===== src/verilog/dsw_cfg.svh =====
`ifndef DSW_CFG_SVH
`define DSW_CFG_SVH

// Clock period of the controller clock, picoseconds
`define DSW_CLK_PS 20000

// Command codes {cs_n, ras_n, cas_n, we_n}
`define DSW_CMD_MRS 4'h0
`define DSW_CMD_REF 4'h1
`define DSW_CMD_PRE 4'h2
`define DSW_CMD_ZQ 4'h6
`define DSW_CMD_NOP 4'h7

// Address bit positions
`define DSW_MR1_DLL_OFF_BIT 0
`define DSW_MR0_DLL_RST_BIT 8
`define DSW_A10_BIT 10
`define DSW_MR1_RTT_B0 2
`define DSW_MR1_RTT_B1 6
`define DSW_MR1_RTT_B2 9
`define DSW_MR2_RTTWR_LO 9
`define DSW_MR2_RTTWR_HI 10

// Bank address of each mode register
`define DSW_BA_MR0 3'h0
`define DSW_BA_MR1 3'h1
`define DSW_BA_MR2 3'h2

// Nanosecond times, plain defaults
`define DSW_TRP_NS 15
`define DSW_TCKSRE_NS 10
`define DSW_TCKSRX_NS 10
`define DSW_TXS_NS 170

// Clock-count times
`define DSW_TMRD_NCK 4
`define DSW_TMOD_NCK 12
`define DSW_TDLLK_NCK 512
`define DSW_TZQOPER_NCK 256

// Rounded-up cycle counts
`define DSW_NS2CYC(ns) (((ns) * 1000 + `DSW_CLK_PS - 1) / `DSW_CLK_PS)
`define DSW_TRP_CYC `DSW_NS2CYC(`DSW_TRP_NS)
`define DSW_TCKSRE_CYC `DSW_NS2CYC(`DSW_TCKSRE_NS)
`define DSW_TCKSRX_CYC `DSW_NS2CYC(`DSW_TCKSRX_NS)
`define DSW_TXS_CYC `DSW_NS2CYC(`DSW_TXS_NS)

`endif


===== src/verilog/dsw_pkg.sv =====
`default_nettype none
package dsw_pkg;
  typedef logic [15:0] dsw_cnt_t;
  typedef logic [13:0] dsw_addr_t;
  typedef enum logic [4:0] {
    ST_IDLE, ST_PREA, ST_W_RP, ST_SRE, ST_W_CKSRE, ST_CLK_CHG, ST_W_CKSRX,
    ST_SRX, ST_W_XS, ST_MR1, ST_W_MRD1, ST_MR0_RST, ST_W_MRD2, ST_MR2,
    ST_W_MRD3, ST_MR0, ST_W_MOD, ST_ZQ, ST_W_ZQ, ST_W_LOCK, ST_DONE
  } dsw_state_e;
endpackage : dsw_pkg
`default_nettype wire

===== src/verilog/dsw_if.sv =====
`timescale 1ns/100ps
`default_nettype none
interface dsw_if;
  logic cke;
  logic odt;
  logic cs_n;
  logic ras_n;
  logic cas_n;
  logic we_n;
  logic [2:0] ba;
  logic [13:0] addr;
  modport ctrl (output cke, odt, cs_n, ras_n, cas_n, we_n, ba, addr);
  modport mem (input cke, odt, cs_n, ras_n, cas_n, we_n, ba, addr);
endinterface : dsw_if
`default_nettype wire


===== src/verilog/dsw_ctrl.sv =====
`timescale 1ns/100ps
`default_nettype none
`include "dsw_cfg.svh"
// What this block does
// - Precharge all, termination off before entry
// - Enter self refresh, wait entry time
// - Stable new clock before exit
// - Clock enable high until lock
// - ODT low if termination enabled
// - ODT free if termination disabled
// - Write MR1 A0 zero, DLL on
// - After spacing write MR0 A8 one
// - Then reprogram mode registers
// - Optional long calibration after update delay
// - Next command after final update delay
// - No locked-DLL command before lock
// - Wait calibration time if issued
// - Spacings count actual clock edges; here the counters advance only on edges with ce high
// - Nanoseconds rounded up to cycles
module dsw_ctrl (
  // Clock and control
  input wire logic clock,
  input wire logic srst,
  input wire logic ce,
  // Sequence control
  input wire logic start,
  input wire logic zq_en,
  input wire logic clk_stable,
  // Termination handling
  input wire logic odt_feat_on,
  input wire logic odt_req,
  // Mode register values for the new frequency
  input wire logic [13:0] new_mr0,
  input wire logic [13:0] new_mr1,
  input wire logic [13:0] new_mr2,
  // Status
  output logic busy_ff,
  output logic clk_change_ok_ff,
  output logic done_ff,
  // Memory-side pins
  dsw_if.ctrl pins
);
  ////////////////////////////////////////////////////////////
  dsw_pkg::dsw_state_e state_ff;
  dsw_pkg::dsw_state_e nxt_state;
  dsw_pkg::dsw_cnt_t cnt_ff;
  dsw_pkg::dsw_cnt_t nxt_cnt;
  dsw_pkg::dsw_cnt_t lock_cnt_ff;
  logic cke_ff;
  logic odt_ff;
  logic [3:0] cmd_ff;
  logic [2:0] ba_ff;
  dsw_pkg::dsw_addr_t addr_ff;
  logic wait_end;

  assign pins.cke = cke_ff;
  assign pins.odt = odt_ff;
  assign pins.cs_n = cmd_ff[3];
  assign pins.ras_n = cmd_ff[2];
  assign pins.cas_n = cmd_ff[1];
  assign pins.we_n = cmd_ff[0];
  assign pins.ba = ba_ff;
  assign pins.addr = addr_ff;

  // Wait ends on the count's last edge, so the next command lands N+1 edges on for a load of N
  assign wait_end = cnt_ff == 16'h0001;

  ////////////////////////////////////////////////////////////
  // Sequencer next state
  always_comb begin
    nxt_state = state_ff;
    nxt_cnt = (cnt_ff != 16'h0000) ? cnt_ff - 16'h0001 : cnt_ff;
    case (state_ff)
      dsw_pkg::ST_IDLE: begin
        nxt_state = start ? dsw_pkg::ST_PREA : state_ff;
      end
      dsw_pkg::ST_PREA: begin
        nxt_state = dsw_pkg::ST_W_RP;
        nxt_cnt = 16'(`DSW_TRP_CYC);
      end
      dsw_pkg::ST_W_RP: begin
        nxt_state = wait_end ? dsw_pkg::ST_SRE : state_ff;
      end
      dsw_pkg::ST_SRE: begin
        nxt_state = dsw_pkg::ST_W_CKSRE;
        nxt_cnt = 16'(`DSW_TCKSRE_CYC);
      end
      dsw_pkg::ST_W_CKSRE: begin
        nxt_state = wait_end ? dsw_pkg::ST_CLK_CHG : state_ff;
      end
      // stable clock, then exit clock time
      dsw_pkg::ST_CLK_CHG: begin
        if (clk_stable) begin
          nxt_state = dsw_pkg::ST_W_CKSRX;
          nxt_cnt = 16'(`DSW_TCKSRX_CYC);
        end
      end
      dsw_pkg::ST_W_CKSRX: begin
        nxt_state = !clk_stable ? dsw_pkg::ST_CLK_CHG : (wait_end ? dsw_pkg::ST_SRX : state_ff);
      end
      dsw_pkg::ST_SRX: begin
        nxt_state = dsw_pkg::ST_W_XS;
        nxt_cnt = 16'(`DSW_TXS_CYC);
      end
      dsw_pkg::ST_W_XS: begin
        nxt_state = wait_end ? dsw_pkg::ST_MR1 : state_ff;
      end
      dsw_pkg::ST_MR1: begin
        nxt_state = dsw_pkg::ST_W_MRD1;
        nxt_cnt = 16'(`DSW_TMRD_NCK - 1);
      end
      dsw_pkg::ST_W_MRD1: begin
        nxt_state = wait_end ? dsw_pkg::ST_MR0_RST : state_ff;
      end
      dsw_pkg::ST_MR0_RST: begin
        nxt_state = dsw_pkg::ST_W_MRD2;
        nxt_cnt = 16'(`DSW_TMRD_NCK - 1);
      end
      dsw_pkg::ST_W_MRD2: begin
        nxt_state = wait_end ? dsw_pkg::ST_MR2 : state_ff;
      end
      dsw_pkg::ST_MR2: begin
        nxt_state = dsw_pkg::ST_W_MRD3;
        nxt_cnt = 16'(`DSW_TMRD_NCK - 1);
      end
      dsw_pkg::ST_W_MRD3: begin
        nxt_state = wait_end ? dsw_pkg::ST_MR0 : state_ff;
      end
      dsw_pkg::ST_MR0: begin
        nxt_state = dsw_pkg::ST_W_MOD;
        nxt_cnt = 16'(`DSW_TMOD_NCK - 1);
      end
      dsw_pkg::ST_W_MOD: begin
        nxt_state = wait_end ? (zq_en ? dsw_pkg::ST_ZQ : dsw_pkg::ST_W_LOCK) : state_ff;
      end
      dsw_pkg::ST_ZQ: begin
        nxt_state = dsw_pkg::ST_W_ZQ;
        nxt_cnt = 16'(`DSW_TZQOPER_NCK - 1);
      end
      dsw_pkg::ST_W_ZQ: begin
        nxt_state = wait_end ? dsw_pkg::ST_W_LOCK : state_ff;
      end
      // hold until lock time is over
      dsw_pkg::ST_W_LOCK: begin
        nxt_state = (lock_cnt_ff == 16'h0000) ? dsw_pkg::ST_DONE : state_ff;
      end
      dsw_pkg::ST_DONE: nxt_state = dsw_pkg::ST_IDLE;
      default: begin
        nxt_state = dsw_pkg::ST_IDLE;
        nxt_cnt = 16'h0000;
      end
    endcase
  end

  always_ff @(posedge clock) begin
    if (srst) begin
      state_ff <= dsw_pkg::ST_IDLE;
      cnt_ff <= 16'h0000;
    end else if (ce) begin
      state_ff <= nxt_state;
      cnt_ff <= nxt_cnt;
    end
  end

  // lock time runs from the DLL reset
  always_ff @(posedge clock) begin
    if (srst) begin
      lock_cnt_ff <= 16'h0000;
    end else if (ce) begin
      if (state_ff == dsw_pkg::ST_MR0_RST) begin
        lock_cnt_ff <= 16'(`DSW_TDLLK_NCK);
      end else if (lock_cnt_ff != 16'h0000) begin
        lock_cnt_ff <= lock_cnt_ff - 16'h0001;
      end
    end
  end

  ////////////////////////////////////////////////////////////
  // Pin command, one cycle behind the state so spacing is kept
  always_ff @(posedge clock) begin
    if (srst) begin
      cmd_ff <= `DSW_CMD_NOP;
      ba_ff <= 3'h0;
      addr_ff <= 14'h0000;
    end else if (ce) begin
      cmd_ff <= `DSW_CMD_NOP;
      ba_ff <= 3'h0;
      addr_ff <= 14'h0000;
      case (state_ff)
        dsw_pkg::ST_PREA: begin
          cmd_ff <= `DSW_CMD_PRE;
          addr_ff[`DSW_A10_BIT] <= 1'b1;
        end
        dsw_pkg::ST_SRE: cmd_ff <= `DSW_CMD_REF;
        dsw_pkg::ST_MR1: begin
          cmd_ff <= `DSW_CMD_MRS;
          ba_ff <= `DSW_BA_MR1;
          addr_ff <= new_mr1;
          addr_ff[`DSW_MR1_DLL_OFF_BIT] <= 1'b0;
        end
        dsw_pkg::ST_MR0_RST: begin
          cmd_ff <= `DSW_CMD_MRS;
          ba_ff <= `DSW_BA_MR0;
          addr_ff <= new_mr0;
          addr_ff[`DSW_MR0_DLL_RST_BIT] <= 1'b1;
        end
        dsw_pkg::ST_MR2: begin
          cmd_ff <= `DSW_CMD_MRS;
          ba_ff <= `DSW_BA_MR2;
          addr_ff <= new_mr2;
        end
        dsw_pkg::ST_MR0: begin
          cmd_ff <= `DSW_CMD_MRS;
          ba_ff <= `DSW_BA_MR0;
          addr_ff <= new_mr0;
          addr_ff[`DSW_MR0_DLL_RST_BIT] <= 1'b0;
        end
        dsw_pkg::ST_ZQ: begin
          cmd_ff <= `DSW_CMD_ZQ;
          addr_ff[`DSW_A10_BIT] <= 1'b1;
        end
        default: cmd_ff <= `DSW_CMD_NOP;
      endcase
    end
  end

  // cke low only inside self refresh
  always_ff @(posedge clock) begin
    if (srst) begin
      cke_ff <= 1'b1;
    end else if (ce) begin
      cke_ff <= (state_ff == dsw_pkg::ST_SRE) ? 1'b0 : ((state_ff == dsw_pkg::ST_SRX) ? 1'b1 : cke_ff);
    end
  end

  // forced low when termination was on
  // user level when it was off
  always_ff @(posedge clock) begin
    if (srst) begin
      odt_ff <= 1'b0;
    end else if (ce) begin
      odt_ff <= (busy_ff || start) ? (odt_req && !odt_feat_on) : odt_req;
    end
  end

  // Status flags
  always_ff @(posedge clock) begin
    if (srst) begin
      busy_ff <= 1'b0;
      clk_change_ok_ff <= 1'b0;
      done_ff <= 1'b0;
    end else if (ce) begin
      busy_ff <= nxt_state != dsw_pkg::ST_IDLE;
      // Clock may only move while parked here
      clk_change_ok_ff <= nxt_state == dsw_pkg::ST_CLK_CHG;
      done_ff <= nxt_state == dsw_pkg::ST_DONE;
    end
  end
endmodule : dsw_ctrl
`default_nettype wire


===== src/flat_wrapper.sv =====
// flat-port wrapper written by rule: the top's interface ports become plain ports
module dsw_ctrl_flat 
  (clock, srst, ce, start, zq_en, clk_stable, odt_feat_on, odt_req, new_mr0, new_mr1, new_mr2, busy_ff, clk_change_ok_ff, done_ff, pins_cke, pins_odt, pins_cs_n, pins_ras_n, pins_cas_n, pins_we_n, pins_ba, pins_addr);
  dsw_if pins_i ();
  input wire logic clock;
  input wire logic srst;
  input wire logic ce;
  input wire logic start;
  input wire logic zq_en;
  input wire logic clk_stable;
  input wire logic odt_feat_on;
  input wire logic odt_req;
  input wire logic [13:0] new_mr0;
  input wire logic [13:0] new_mr1;
  input wire logic [13:0] new_mr2;
  output logic busy_ff;
  output logic clk_change_ok_ff;
  output logic done_ff;
  output wire logic [$bits(pins_i.cke)-1:0] pins_cke;
  output wire logic [$bits(pins_i.odt)-1:0] pins_odt;
  output wire logic [$bits(pins_i.cs_n)-1:0] pins_cs_n;
  output wire logic [$bits(pins_i.ras_n)-1:0] pins_ras_n;
  output wire logic [$bits(pins_i.cas_n)-1:0] pins_cas_n;
  output wire logic [$bits(pins_i.we_n)-1:0] pins_we_n;
  output wire logic [$bits(pins_i.ba)-1:0] pins_ba;
  output wire logic [$bits(pins_i.addr)-1:0] pins_addr;
  assign pins_cke = pins_i.cke;
  assign pins_odt = pins_i.odt;
  assign pins_cs_n = pins_i.cs_n;
  assign pins_ras_n = pins_i.ras_n;
  assign pins_cas_n = pins_i.cas_n;
  assign pins_we_n = pins_i.we_n;
  assign pins_ba = pins_i.ba;
  assign pins_addr = pins_i.addr;
  dsw_ctrl u_core (.clock(clock), .srst(srst), .ce(ce), .start(start), .zq_en(zq_en), .clk_stable(clk_stable), .odt_feat_on(odt_feat_on), .odt_req(odt_req), .new_mr0(new_mr0), .new_mr1(new_mr1), .new_mr2(new_mr2), .busy_ff(busy_ff), .clk_change_ok_ff(clk_change_ok_ff), .done_ff(done_ff), .pins(pins_i));
endmodule

===== config.mk =====
export PLATFORM = sky130hd
export DESIGN_NAME = dsw_ctrl_flat
export DESIGN_NICKNAME = d
export VERILOG_FILES = /design/src/verilog/dsw_pkg.sv /design/src/verilog/dsw_if.sv /design/src/verilog/dsw_ctrl.sv /design/src/flat_wrapper.sv
export VERILOG_INCLUDE_DIRS = /design/src /design/src/verilog
export SDC_FILE = /design/constraint.sdc
export NUM_CORES = 1
export LEC_CHECK = 0
export BUFFER_PORTS_ARGS = -buffer_cell sky130_fd_sc_hd__buf_2
export CORE_MARGIN = 1
export CORE_UTILIZATION = 35
export CTS_CLUSTER_DIAMETER = 30
export DETAILED_ROUTE_END_ITERATION = 7
export PLACE_DENSITY = 0.61
export REMOVE_ABC_BUFFERS = 1
export SYNTH_ARGS = -nofsm -noshare
export SYNTH_HDL_FRONTEND = slang
export SYNTH_SLANG_ARGS = --single-unit
export TNS_END_PERCENT = 5

===== constraint.sdc =====
create_clock -name clock -period 3.1 [get_ports clock]
set_input_delay 0.31 -clock clock [delete_from_list [all_inputs] [get_ports clock]]
set_output_delay 0.31 -clock clock [all_outputs]
set_load 0.02 [all_outputs]

==> results of run 1 <==
[Yosys cell counts, drive strengths merged (3+ instances only)]
master and instances:
a211oi 3, a21oi 33, a22oi 16, a311oi 5, buf 9, clkbuf 26
dfxtp 61, ha 4, inv 10, mux2i 14, nand2 30, nand2b 8
nand3 10, nand3b 5, nor2 63, nor2b 3, nor3 26, nor4 11
o2111ai 4, o211a 3, o211ai 4, o21ai 37, o22ai 4, o31ai 5
or3 6, or3b 3, or4 5, xnor2 7, xor2 4
[flip-flops by register name (all words and copies together) (netlist names), 2 cells and up]
signal,cells
u_core.pins.ba,2
u_core.cnt_ff,16
u_core.pins.addr,14
u_core.cmd_ff,3
u_core.state_ff,5
u_core.lock_cnt_ff,16
[through the flow]
| step | hold slack (ns) | cell area [um2] | setup WS (ns) | utilization (%) | total power [mW] |
|---|---|---|---|---|---|
| global placement | 0.4479 | 3881 | 0.6536 | 41.42 | 2.750 |
| CTS | 0.2225 | 4110 | 0.6048 | 43.86 | 3.636 |
| detailed placement | 0.4514 | 3881 | 0.6332 | 41.42 | 2.797 |
| floorplan | 0.3791 | 3282 | 0.4480 | - | 2.418 |
| finish | 0.2265 | 4110 | 0.5724 | 43.86 | 3.620 |
| global route | 0.2306 | 4110 | 0.3695 | 43.86 | 3.899 |
[layer usage]
metal | vias up | GRT usage [%] | share of wire, %
met5 | - | 0 | 0
met4 | 0 | 5.797 | 1.4
met3 | 14 | 3.745 | 4.7
met2 | 77 | 30.72 | 48
met1 | 1578 | 21.77 | 46
li1 | 1729 | - | -
[worst max-delay path by stage]
stage / startpoint / end / slack [ns] / cells past startpoint
2_1_floorplan: u_core.state_ff[2]$_SDFFE_PP0P_ / u_core.cnt_ff[5]$_SDFFE_PP0P_ / 0.45 / 6
3_3_place_gp: clk_stable / u_core.cnt_ff[5]$_SDFFE_PP0P_ / 0.65 / 7
3_5_place_dp: u_core.state_ff[1]$_SDFFE_PP0P_ / u_core.cnt_ff[5]$_SDFFE_PP0P_ / 0.63 / 6
4_1_cts: u_core.state_ff[1]$_SDFFE_PP0P_ / u_core.cnt_ff[5]$_SDFFE_PP0P_ / 0.60 / 6
5_1_grt: u_core.state_ff[1]$_SDFFE_PP0P_ / u_core.cnt_ff[5]$_SDFFE_PP0P_ / 0.37 / 6
6_report: u_core.state_ff[1]$_SDFFE_PP0P_ / u_core.cnt_ff[5]$_SDFFE_PP0P_ / 0.57 / 6
[report_power, final]
group,internal (mW),switching (mW)
registers,0.964,0.206
logic,0.708,0.912
clock network,0.466,0.364
[final cells by class]
class / instances / area [um2] / share of cell area, %
clock buffers: 9 / 123.9 / 3.014
clock inverters: 7 / 105.1 / 2.557
inverters: 10 / 37.54 / 0.9132
multi-input cells: 337 / 2023 / 49.22
flip-flops and latches: 61 / 1221 / 29.71
well taps: 129 / 161.4 / 3.927
repair buffers: 82 / 437.9 / 10.65
[logic make-up (layout without fill, tap and decap cells)]
kind of cell / count (synthesis) / after routing / synth area share [%]
xor gates and xnor gates: 11 / 11 / 2.805
adders and majority gates: 4 / 4 / 1.457
and+or+nand+nor: 180 / 180 / 26.70
buffers and inverters: 45 / 108 / 5.646
other: 1 / 2 / 0.1092
muxes: 14 / 14 / 4.080
AOI/OAI and AO/OA: 126 / 126 / 23.64
DFF: 61 / 61 / 35.56
[tightest hold or removal path: stages]
cell and delay (ns):
buf_2 0.10, nand3_1 0.07, a21oi_1 0.06
==> impl_metrics.tcl, run 1 <==
set metrics [dict create \
    setup_tns_ns 0 \
    ys_ff_latch 61 \
    die_y_um 101.1 \
    crit_family "simple AND/OR/NAND/NOR gates" \
    rsz0062_at_grt "false" \
    gp_congestion 0.8703 \
    worstHoldPathType "input pin to register" \
    worstHoldStart "odt_req" \
    firstDrtPassIters 4 \
    clk_pin_slew_ns 0.08 \
    reg2reg_to "u_core.cnt_ff[5]$_SDFFE_PP0P_" \
    dieArea_mm2 0.01021 \
    final.setup_skew_ns 0.007008 \
    ys_seq_area_share_pct 35.56 \
    grt_pass1_wl_um 14630 \
    ir_worst_vdd_mv 0.5125 \
    critical_path_buf_inv_count 0 \
    insertion_delay_ns 0.35 \
    cp-start-kind "register" \
    crit_chain "or4b_2 -> a21oi_1 -> o21ai_2 -> nor4_1 -> a221oi_1 -> nor2_1" \
    post_cts_resized 0 \
    hpwlAfterDp_um 6074 \
    fin_crit_ns 2.528 \
    setup_violations 0 \
    drive_above_1_share_pct 22.73 \
    arrival_ns 2.81 \
    slew_headroom_pct 50.59 \
    critPathSlowestCell "or4b_2" \
    postSynthAreaPerCell_um2 7.770 \
    yosysWarnings 0 \
    antenna_found_initial 0 \
    synth_ff_type "dfxtp_1" \
    viasPerCell 5.351 \
    slowest_delay_ns 0.71 \
    htree_levels 3 \
    antenna_cells 0 \
    synth_top_area_share_pct 35.56 \
    final_cell_mix "71 x buf_2, 61 x nor2_1, 61 x dfxtp_1, 36 x o21ai_0, 33 x a21oi_1" \
    min_path_cells 3 \
    cts_buffers 9 \
    clockBufferDepth 2 \
    slew_violations 0 \
    worstSetupPathType "register to register" \
    start_util_pct 36.65 \
    reg2reg_slack_ns 0.57 \
    syn_inst 442 \
    async_reset_ff_share_pct 0 \
    postCtsHoldBufs 0 \
    first_iter_violations 148 \
    coreArea_mm2 0.009371 \
    vias 3398 \
    synth_area_mm2 0.003435 \
    num-nets-final 555 \
    cp-end-kind "register" \
    power_leakage_nw 1.627 \
    cts_tree "yes" \
    synth_cell_type_count 60 \
    cts-root-buf "clkbuf_8" \
    outcome "completed" \
    die_x_um 101.1 \
    fill_cells 1029 \
    drc 0 \
    cp_max_fo 18 \
    layout_commonest_cell "buf_2" \
    routedWlPerCell_um 13.66 \
    required_ns 3.39 \
    worstReg2RegStart "u_core.state_ff[1]$_SDFFE_PP0P_" \
    synthTopCellsByArea "dfxtp_1 36%, nor2_1 6.7%, o21ai_0 5.2%" \
    cts_sinks 61 \
    grt-ovfl-total 0 \
    hold_end "u_core.pins.odt$_SDFFE_PP0P_" \
    power_density_mw_per_mm2 880.6 \
    grt_usage_pct 17.74 \
    fin_crit_sh_pct 81.54 \
    pin_count 76 \
    dp_cells 619 \
    row_count 35 \
    port_buffers 71 \
    fmax_ghz 0.3956 \
    ff2ff_path_depth 6 \
    wirelength_um 8675 \
    synth_edf_count 0 \
    finalNonFillerCells 635 \
    area_growth_pct 19.67 \
    worst_pin_slew_ns 0.7355 \
    post-synth-top-area-cell "dfxtp_1" \
    post-cts-setup-buffers 0 \
    hold_viol 0 \
    ant_nets 0 \
    cap_violations 0 \
    grt_max_degree 33 \
    grt_pass1_vias 3224 \
]
Power figures use the tool's default switching activity.
==> inputs of run 2 (changes only) <==
--- a/config.mk
+++ b/config.mk
@@ -6,12 +6,13 @@
 export SDC_FILE = /design/constraint.sdc
 export NUM_CORES = 1
 export LEC_CHECK = 0
+export ABC_AREA = 1
 export BUFFER_PORTS_ARGS = -buffer_cell sky130_fd_sc_hd__buf_2
 export CORE_MARGIN = 1
 export CORE_UTILIZATION = 35
 export CTS_CLUSTER_DIAMETER = 30
 export DETAILED_ROUTE_END_ITERATION = 7
-export PLACE_DENSITY = 0.61
+export PLACE_DENSITY = 0.6
 export REMOVE_ABC_BUFFERS = 1
 export SYNTH_ARGS = -nofsm -noshare
 export SYNTH_HDL_FRONTEND = slang
==> constraint.sdc (replaced) <==
create_clock -name clock -period 2.6 [get_ports clock]
set_input_delay 0.26 -clock clock [delete_from_list [all_inputs] [get_ports clock]]
set_output_delay 0.26 -clock clock [all_outputs]
set_load 0.02 [all_outputs]
==> run 2 against run 1 <==
Cell count grew 25%. Wire length rose by 13%. Clock skew decreased by 0.00070 ns. Utilization decreased by 1.9 points. Largest cell class unchanged.
==> impl_metrics.tcl, run 2 <==
set metrics [dict create \
    post-cts-setup-buffers 0 \
    port_buffers 71 \
    post-route-util_pct 41.96 \
    ant_nets 0 \
    gp_congestion 0.9237 \
    fill_cells 1142 \
    clk_pin_slew_ns 0.07 \
    routedWlPerCell_um 12.34 \
    power_mw 4.609 \
    die_x_um 104.6 \
    cp-end-kind "register" \
    slew_violations 0 \
    finalNonFillerCells 791 \
    crit_start "u_core.state_ff[4]$_SDFFE_PP0P_" \
    whs_ns 0.1655 \
    start_util_pct 35.87 \
    cts_tree "yes" \
    ys_seq_area_share_pct 33.13 \
    placed_area_mm2 0.004148 \
    synth_edf_count 0 \
    worstHoldStart "odt_req" \
    yosysMostFrequentCell "nand2_1" \
    required_ns 2.84 \
    post-synth-top-area-cell "dfxtp_1" \
    hold_viol 0 \
    switching_share_pct 46.80 \
    fin_crit_sh_pct 81.46 \
    slew_headroom_pct 67.02 \
    fin_crit_ns 2.118 \
    clockBufferDepth 2 \
    seq_power_share_pct 29.2 \
    num-nets-final 706 \
    wirelength_um 9760 \
    antenna_found_initial 0 \
    worstHoldPathType "input pin to register" \
    async_reset_ff_share_pct 0 \
    grt-ovfl-total 0 \
    hpwlAfterDp_um 7302 \
    yosysWarnings 0 \
    ys_top_cells_by_count "178 x nand2_1, 81 x nor2_1, 61 x dfxtp_1" \
    synth_cell_type_count 37 \
    viasPerCell 4.938 \
    p_clk_share_pct 15.9 \
    p_switching_mw 2.157 \
    grt_pass1_vias 3647 \
    pre_cts_ws_ns 0.5110 \
    firstDrtPassIters 4 \
    synth_ff_type "dfxtp_1" \
    worstReg2RegStart "u_core.state_ff[4]$_SDFFE_PP0P_" \
    pin_count 76 \
    coreArea_mm2 0.01028 \
    synth_top_area_share_pct 33.13 \
    antenna_cells 0 \
    p_comb_share_pct 54.9 \
    worstSetupPathType "register to register" \
    power_leakage_nw 2.104 \
    fin_ws_ns 0.4822 \
    cp_max_fo 13 \
    fmax_ghz 0.4722 \
    arrival_ns 2.36 \
    postCtsHoldBufs 0 \
    layout_commonest_cell "nand2_1" \
    power_density_mw_per_mm2 1069 \
    row_count 37 \
    cts-root-buf "clkbuf_8" \
    design_area_mm2 0.004313 \
    rsz0062_at_grt "false" \
    postSynthAreaPerCell_um2 6.290 \
    dieArea_mm2 0.01095 \
    post_cts_resized 0 \
    p_int_mw 2.452 \
    ys_ff_latch 61 \
    outcome "completed" \
    grt_pass1_wl_um 16620 \
    die_y_um 104.6 \
    drc 0 \
    ir_worst_vdd_mv 0.5100 \
    first_iter_violations 274 \
    setup_tns_ns 0 \
    final_cell_mix "178 x nand2_1, 81 x nor2_1, 71 x buf_2, 61 x dfxtp_1, 54 x a21oi_1" \
    cap_violations 0 \
    insertion_delay_ns 0.34 \
    setup_violations 0 \
    grt_max_degree 44 \
    drive_above_1_share_pct 17.56 \
    vias 3906 \
    worst_pin_slew_ns 0.4905 \
    syn_inst 586 \
    htree_levels 3 \
    dp_cells 777 \
    cts_buffers 9 \
    area_growth_pct 17.01 \
    grt_usage_pct 18.66 \
    synth_area_mm2 0.003686 \
    final.setup_skew_ns 0.006304 \
    synthTopCellsByArea "dfxtp_1 33%, nand2_1 18%, nor2_1 8.2%" \
    cp-start-kind "register" \
    cts_sinks 61 \
]
[run 2: changes by cell type in the layout (fill, tap and decap cells not counted), moves of 12 or more]
cell     before  now
nor3_1       25   13
inv_1         9   43
nor2_1       61   81
o21ai_0      36   15
a21oi_1      33   54
nand3_1       9   27
nand2_1      30  178
mux2i_1      14    0
[run 2: final cells by class]
type	instances	area (um2)	share of cell area [%]
Sequential cell	61	1221	28.31
Multi-Input combinational cell	450	2153	49.93
Clock inverter	2	10.01	0.2321
Clock buffer	12	155.1	3.597
Inverter	52	195.2	4.526
Timing Repair Buffer	78	407.9	9.457
Tap cell	136	170.2	3.945
[run 2: critical path, cell delays in order, from the launching register on]
cell and delay [ns]:
dfxtp_1 0.63, inv_2 0.20, nand2_2 0.15, nor2_2 0.06, nand2_1 0.13, o21ai_2 0.06
nor2_1 0.21, nand3_2 0.13, nand2_1 0.09, inv_2 0.11, nand2_1 0.08, nand3_1 0.07
nand2_1 0.06, inv_1 0.04
[run 2: cells by family after synthesis]
family          count (synthesis)  share of synthesized area (%)
simple gates                  330                          38.12
fa+ha+maj                       4                          1.358
buf+inv                        76                          8.554
flops                          61                          33.13
xor+xnor                       19                          4.515
compound gates                 95                          14.22
other cells                     1                         0.1017
[run 2: metal layers]
metal  part of all wire (%)  GRT usage [%]
met5                      0              0
met4                    1.8          8.853
met1                     48          23.40
met2                     47          31.22
met3                    3.4          2.870
[run 2: worst paths after layout]
kind | end | slack [ns] | cells past startpoint
setup / recovery | u_core.cnt_ff[1]$_SDFFE_PP0P_ | 0.48 | 13
hold / removal | u_core.pins.odt$_SDFFE_PP0P_ | 0.17 | 3
setup reg to reg | u_core.cnt_ff[1]$_SDFFE_PP0P_ | 0.48 | 13
hold reg to reg | u_core.pins.addr[11]$_SDFFE_PP0P_ | 0.46 | 2
[run 2: power groups by stage]
stage,combinational (mW),sequential [mW],clock [mW]
2_1_floorplan,2.01,1.32,0
3_3_place_gp,2.50,1.36,0
3_5_place_dp,2.52,1.36,0
4_1_cts,2.54,1.34,0.763
5_1_grt,2.89,1.37,0.795
6_report,2.53,1.34,0.735
==> inputs of run 3 (changes only) <==
--- a/config.mk
+++ b/config.mk
@@ -6,13 +6,13 @@
 export SDC_FILE = /design/constraint.sdc
 export NUM_CORES = 1
 export LEC_CHECK = 0
-export ABC_AREA = 1
+export ABC_AREA = 0
 export BUFFER_PORTS_ARGS = -buffer_cell sky130_fd_sc_hd__buf_2
 export CORE_MARGIN = 1
 export CORE_UTILIZATION = 35
 export CTS_CLUSTER_DIAMETER = 30
 export DETAILED_ROUTE_END_ITERATION = 7
-export PLACE_DENSITY = 0.6
+export PLACE_DENSITY = 0.63
 export REMOVE_ABC_BUFFERS = 1
 export SYNTH_ARGS = -nofsm -noshare
 export SYNTH_HDL_FRONTEND = slang
==> constraint.sdc (replaced) <==
create_clock -name clock -period 1.8 [get_ports clock]
set_input_delay 0.18 -clock clock [delete_from_list [all_inputs] [get_ports clock]]
set_output_delay 0.18 -clock clock [all_outputs]
set_load 0.02 [all_outputs]
==> run 3 against run 2 <==
The run now ends with setup timing left. Flip-flop and latch count unchanged. Setup slack worse by 0.76 ns. Die area down 6.7%. Hold slack worse by 0.059 ns. Combinational power up 74%. Critical path depth down 7. Global-route usage up 0.80 points. Design area up 11%. Sequential power up 40%. Critical path type unchanged.
==> impl_metrics.tcl, run 3 (synthesized netlist as in run 1, its figures left out) <==
set metrics [dict create \
    grt-ovfl-total 0 \
    vias 3755 \
    cap_violations 0 \
    insertion_delay_ns 0.35 \
    fill_cells 924 \
    min_path_cells 3 \
    grt_max_degree 31 \
    gp_congestion 0.9293 \
    viasPerCell 5.311 \
    failed_checks "setup timing" \
    num-nets-final 627 \
    htree_levels 3 \
    ir_worst_vdd_mv 0.9695 \
    start_util_pct 36.65 \
    worstHoldStart "odt_req" \
    row_count 35 \
    final.setup_skew_ns 0.01295 \
    ant_nets 0 \
    die_x_um 101.1 \
    port_buffers 71 \
    grt_pass1_wl_um 16030 \
    reg2reg_to "u_core.cnt_ff[6]$_SDFFE_PP0P_" \
    cp-end-kind "register" \
    ff2ff_path_depth 6 \
    grt_pass1_vias 3526 \
    fmax_ghz 0.4824 \
    cp-start-kind "register" \
    outcome "complete, but fails checks" \
    hold_end "u_core.pins.odt$_SDFFE_PP0P_" \
    rsz0062_at_grt "true" \
    drc 0 \
    die_y_um 101.1 \
    worstSetupPathType "register to register" \
    cts_sinks 61 \
    wirelength_um 9702 \
    placed_area_mm2 0.004427 \
    clk_pin_slew_ns 0.07 \
    cp_max_fo 4 \
    grt_usage_pct 19.45 \
    pin_count 76 \
    hold_viol 0 \
    final_cell_mix "75 x buf_4, 71 x buf_2, 59 x nor2_1, 58 x dfxtp_1, 31 x o21ai_0" \
    power_density_mw_per_mm2 1565 \
    hpwlAfterDp_um 6943 \
    slew_violations 0 \
    cts_tree "yes" \
    power_leakage_nw 2.016 \
    cts-root-buf "clkbuf_8" \
    area_growth_pct 39.78 \
    first_iter_violations 184 \
    routedWlPerCell_um 13.72 \
    arrival_ns 2.29 \
    pre_cts_ws_ns -0.4164 \
    fin_crit_sh_pct 115.2 \
    cts_buffers 9 \
    reg2reg_slack_ns -0.27 \
    dieArea_mm2 0.01021 \
    design_area_mm2 0.004801 \
    worstHoldPathType "input pin to register" \
    post-route-util_pct 51.23 \
    required_ns 2.02 \
    coreArea_mm2 0.009371 \
    fin_crit_ns 2.073 \
    worstReg2RegStart "u_core.cnt_ff[2]$_SDFFE_PP0P_" \
    clockBufferDepth 2 \
    drive_above_1_share_pct 37.20 \
    setup_violations 34 \
    antenna_cells 0 \
    layout_commonest_cell "buf_4" \
    fin_ws_ns -0.2729 \
    antenna_found_initial 0 \
    firstDrtPassIters 4 \
]
## run 3: cell types whose count changed in the layout (fill, tap and decap cells not counted), sizes merged, moves of 8 or more
cell / change
inv: -40
nand3: -19
nand4: -11
xor2: -8
o21ai: +14
nor4: +9
nor3: +11
nand2b: +8
a21oi: -21
nor2: -24
nand2: -152
buf: +76
mux2i: +14
## run 3: how the worst max path moves through the flow
stage	from	end	cells after the start
after floorplan	u_core.state_ff[2]$_SDFFE_PP0P_	u_core.cnt_ff[5]$_SDFFE_PP0P_	6
after global placement	u_core.cnt_ff[0]$_SDFFE_PP0P_	u_core.cnt_ff[8]$_SDFFE_PP0P_	8
after detailed placement	u_core.cnt_ff[0]$_SDFFE_PP0P_	u_core.cnt_ff[8]$_SDFFE_PP0P_	8
after CTS	u_core.lock_cnt_ff[7]$_SDFFE_PP0P_	u_core.clk_change_ok_ff$_SDFFE_PP0P_	6
after global routing	u_core.cnt_ff[2]$_SDFFE_PP0P_	u_core.cnt_ff[8]$_SDFFE_PP0P_	6
final	u_core.cnt_ff[2]$_SDFFE_PP0P_	u_core.cnt_ff[6]$_SDFFE_PP0P_	6
## run 3: cell type report
cell class                 count  area (um2)  area share, %
inverter                      10       37.54         0.7819
timing repair buffer         154        1017          21.19
clock inverter                 7       73.82          1.538
tap                          129       161.4          3.362
sequential                    61        1225          25.51
multi-input combinational    337        2162          45.04
clock buffer                   9       123.9          2.580
## run 3: power breakdown
part	leakage (nW)	internal [mW]	total (mW)	switching (mW)
logic	1.42	2.20	4.41	2.20
clock network	0.0996	0.643	1.24	0.593
registers	0.498	1.66	1.87	0.208
total	2.02	4.51	7.51	3.01
## run 3: metal layers
layer  track usage [%]  vias up  part of all wire [%]  routed length (um)
li1                  -     1862                     -                   -
met1             23.37     1773                    43                4214
met3             4.924       16                   4.8                 468
met5                 0        -                     0                   0
met2             34.54      104                    50                4865
met4             4.571        0                   1.6                 154
## run 3: worst max-delay path, cell delays in order (launching register included)
cell	delay, ns
dfxtp_2	0.32
or4_4	0.54
or4_4	0.59
nand3_4	0.12
nor3_1	0.06
a211oi_1	0.24
nor3_2	0.07
## run 3: metrics by stage
stage / total power [mW] / std cells / TNS (ns) / hold slack (ns)
2_1_floorplan: 4.164 / 408 / -19.29 / 0.2491
6_report: 7.514 / 707 / -4.934 / 0.1063
3_3_place_gp: 5.693 / 690 / -7.415 / 0.4505
5_1_grt: 8.061 / 707 / -8.006 / 0.1043
4_1_cts: 7.249 / 706 / -6.016 / 0.09985
3_5_place_dp: 5.799 / 690 / -8.734 / 0.4542
## run 3: timing repair
action / in CTS / in global routing
pin swaps: 14 / 13
hold buffers: 0 / 0
endpoints found under the hold margin: 0 / 0
endpoints found under the setup margin: 39 / 53
resized for setup: 17 / 28
setup buffers: 0 / 1
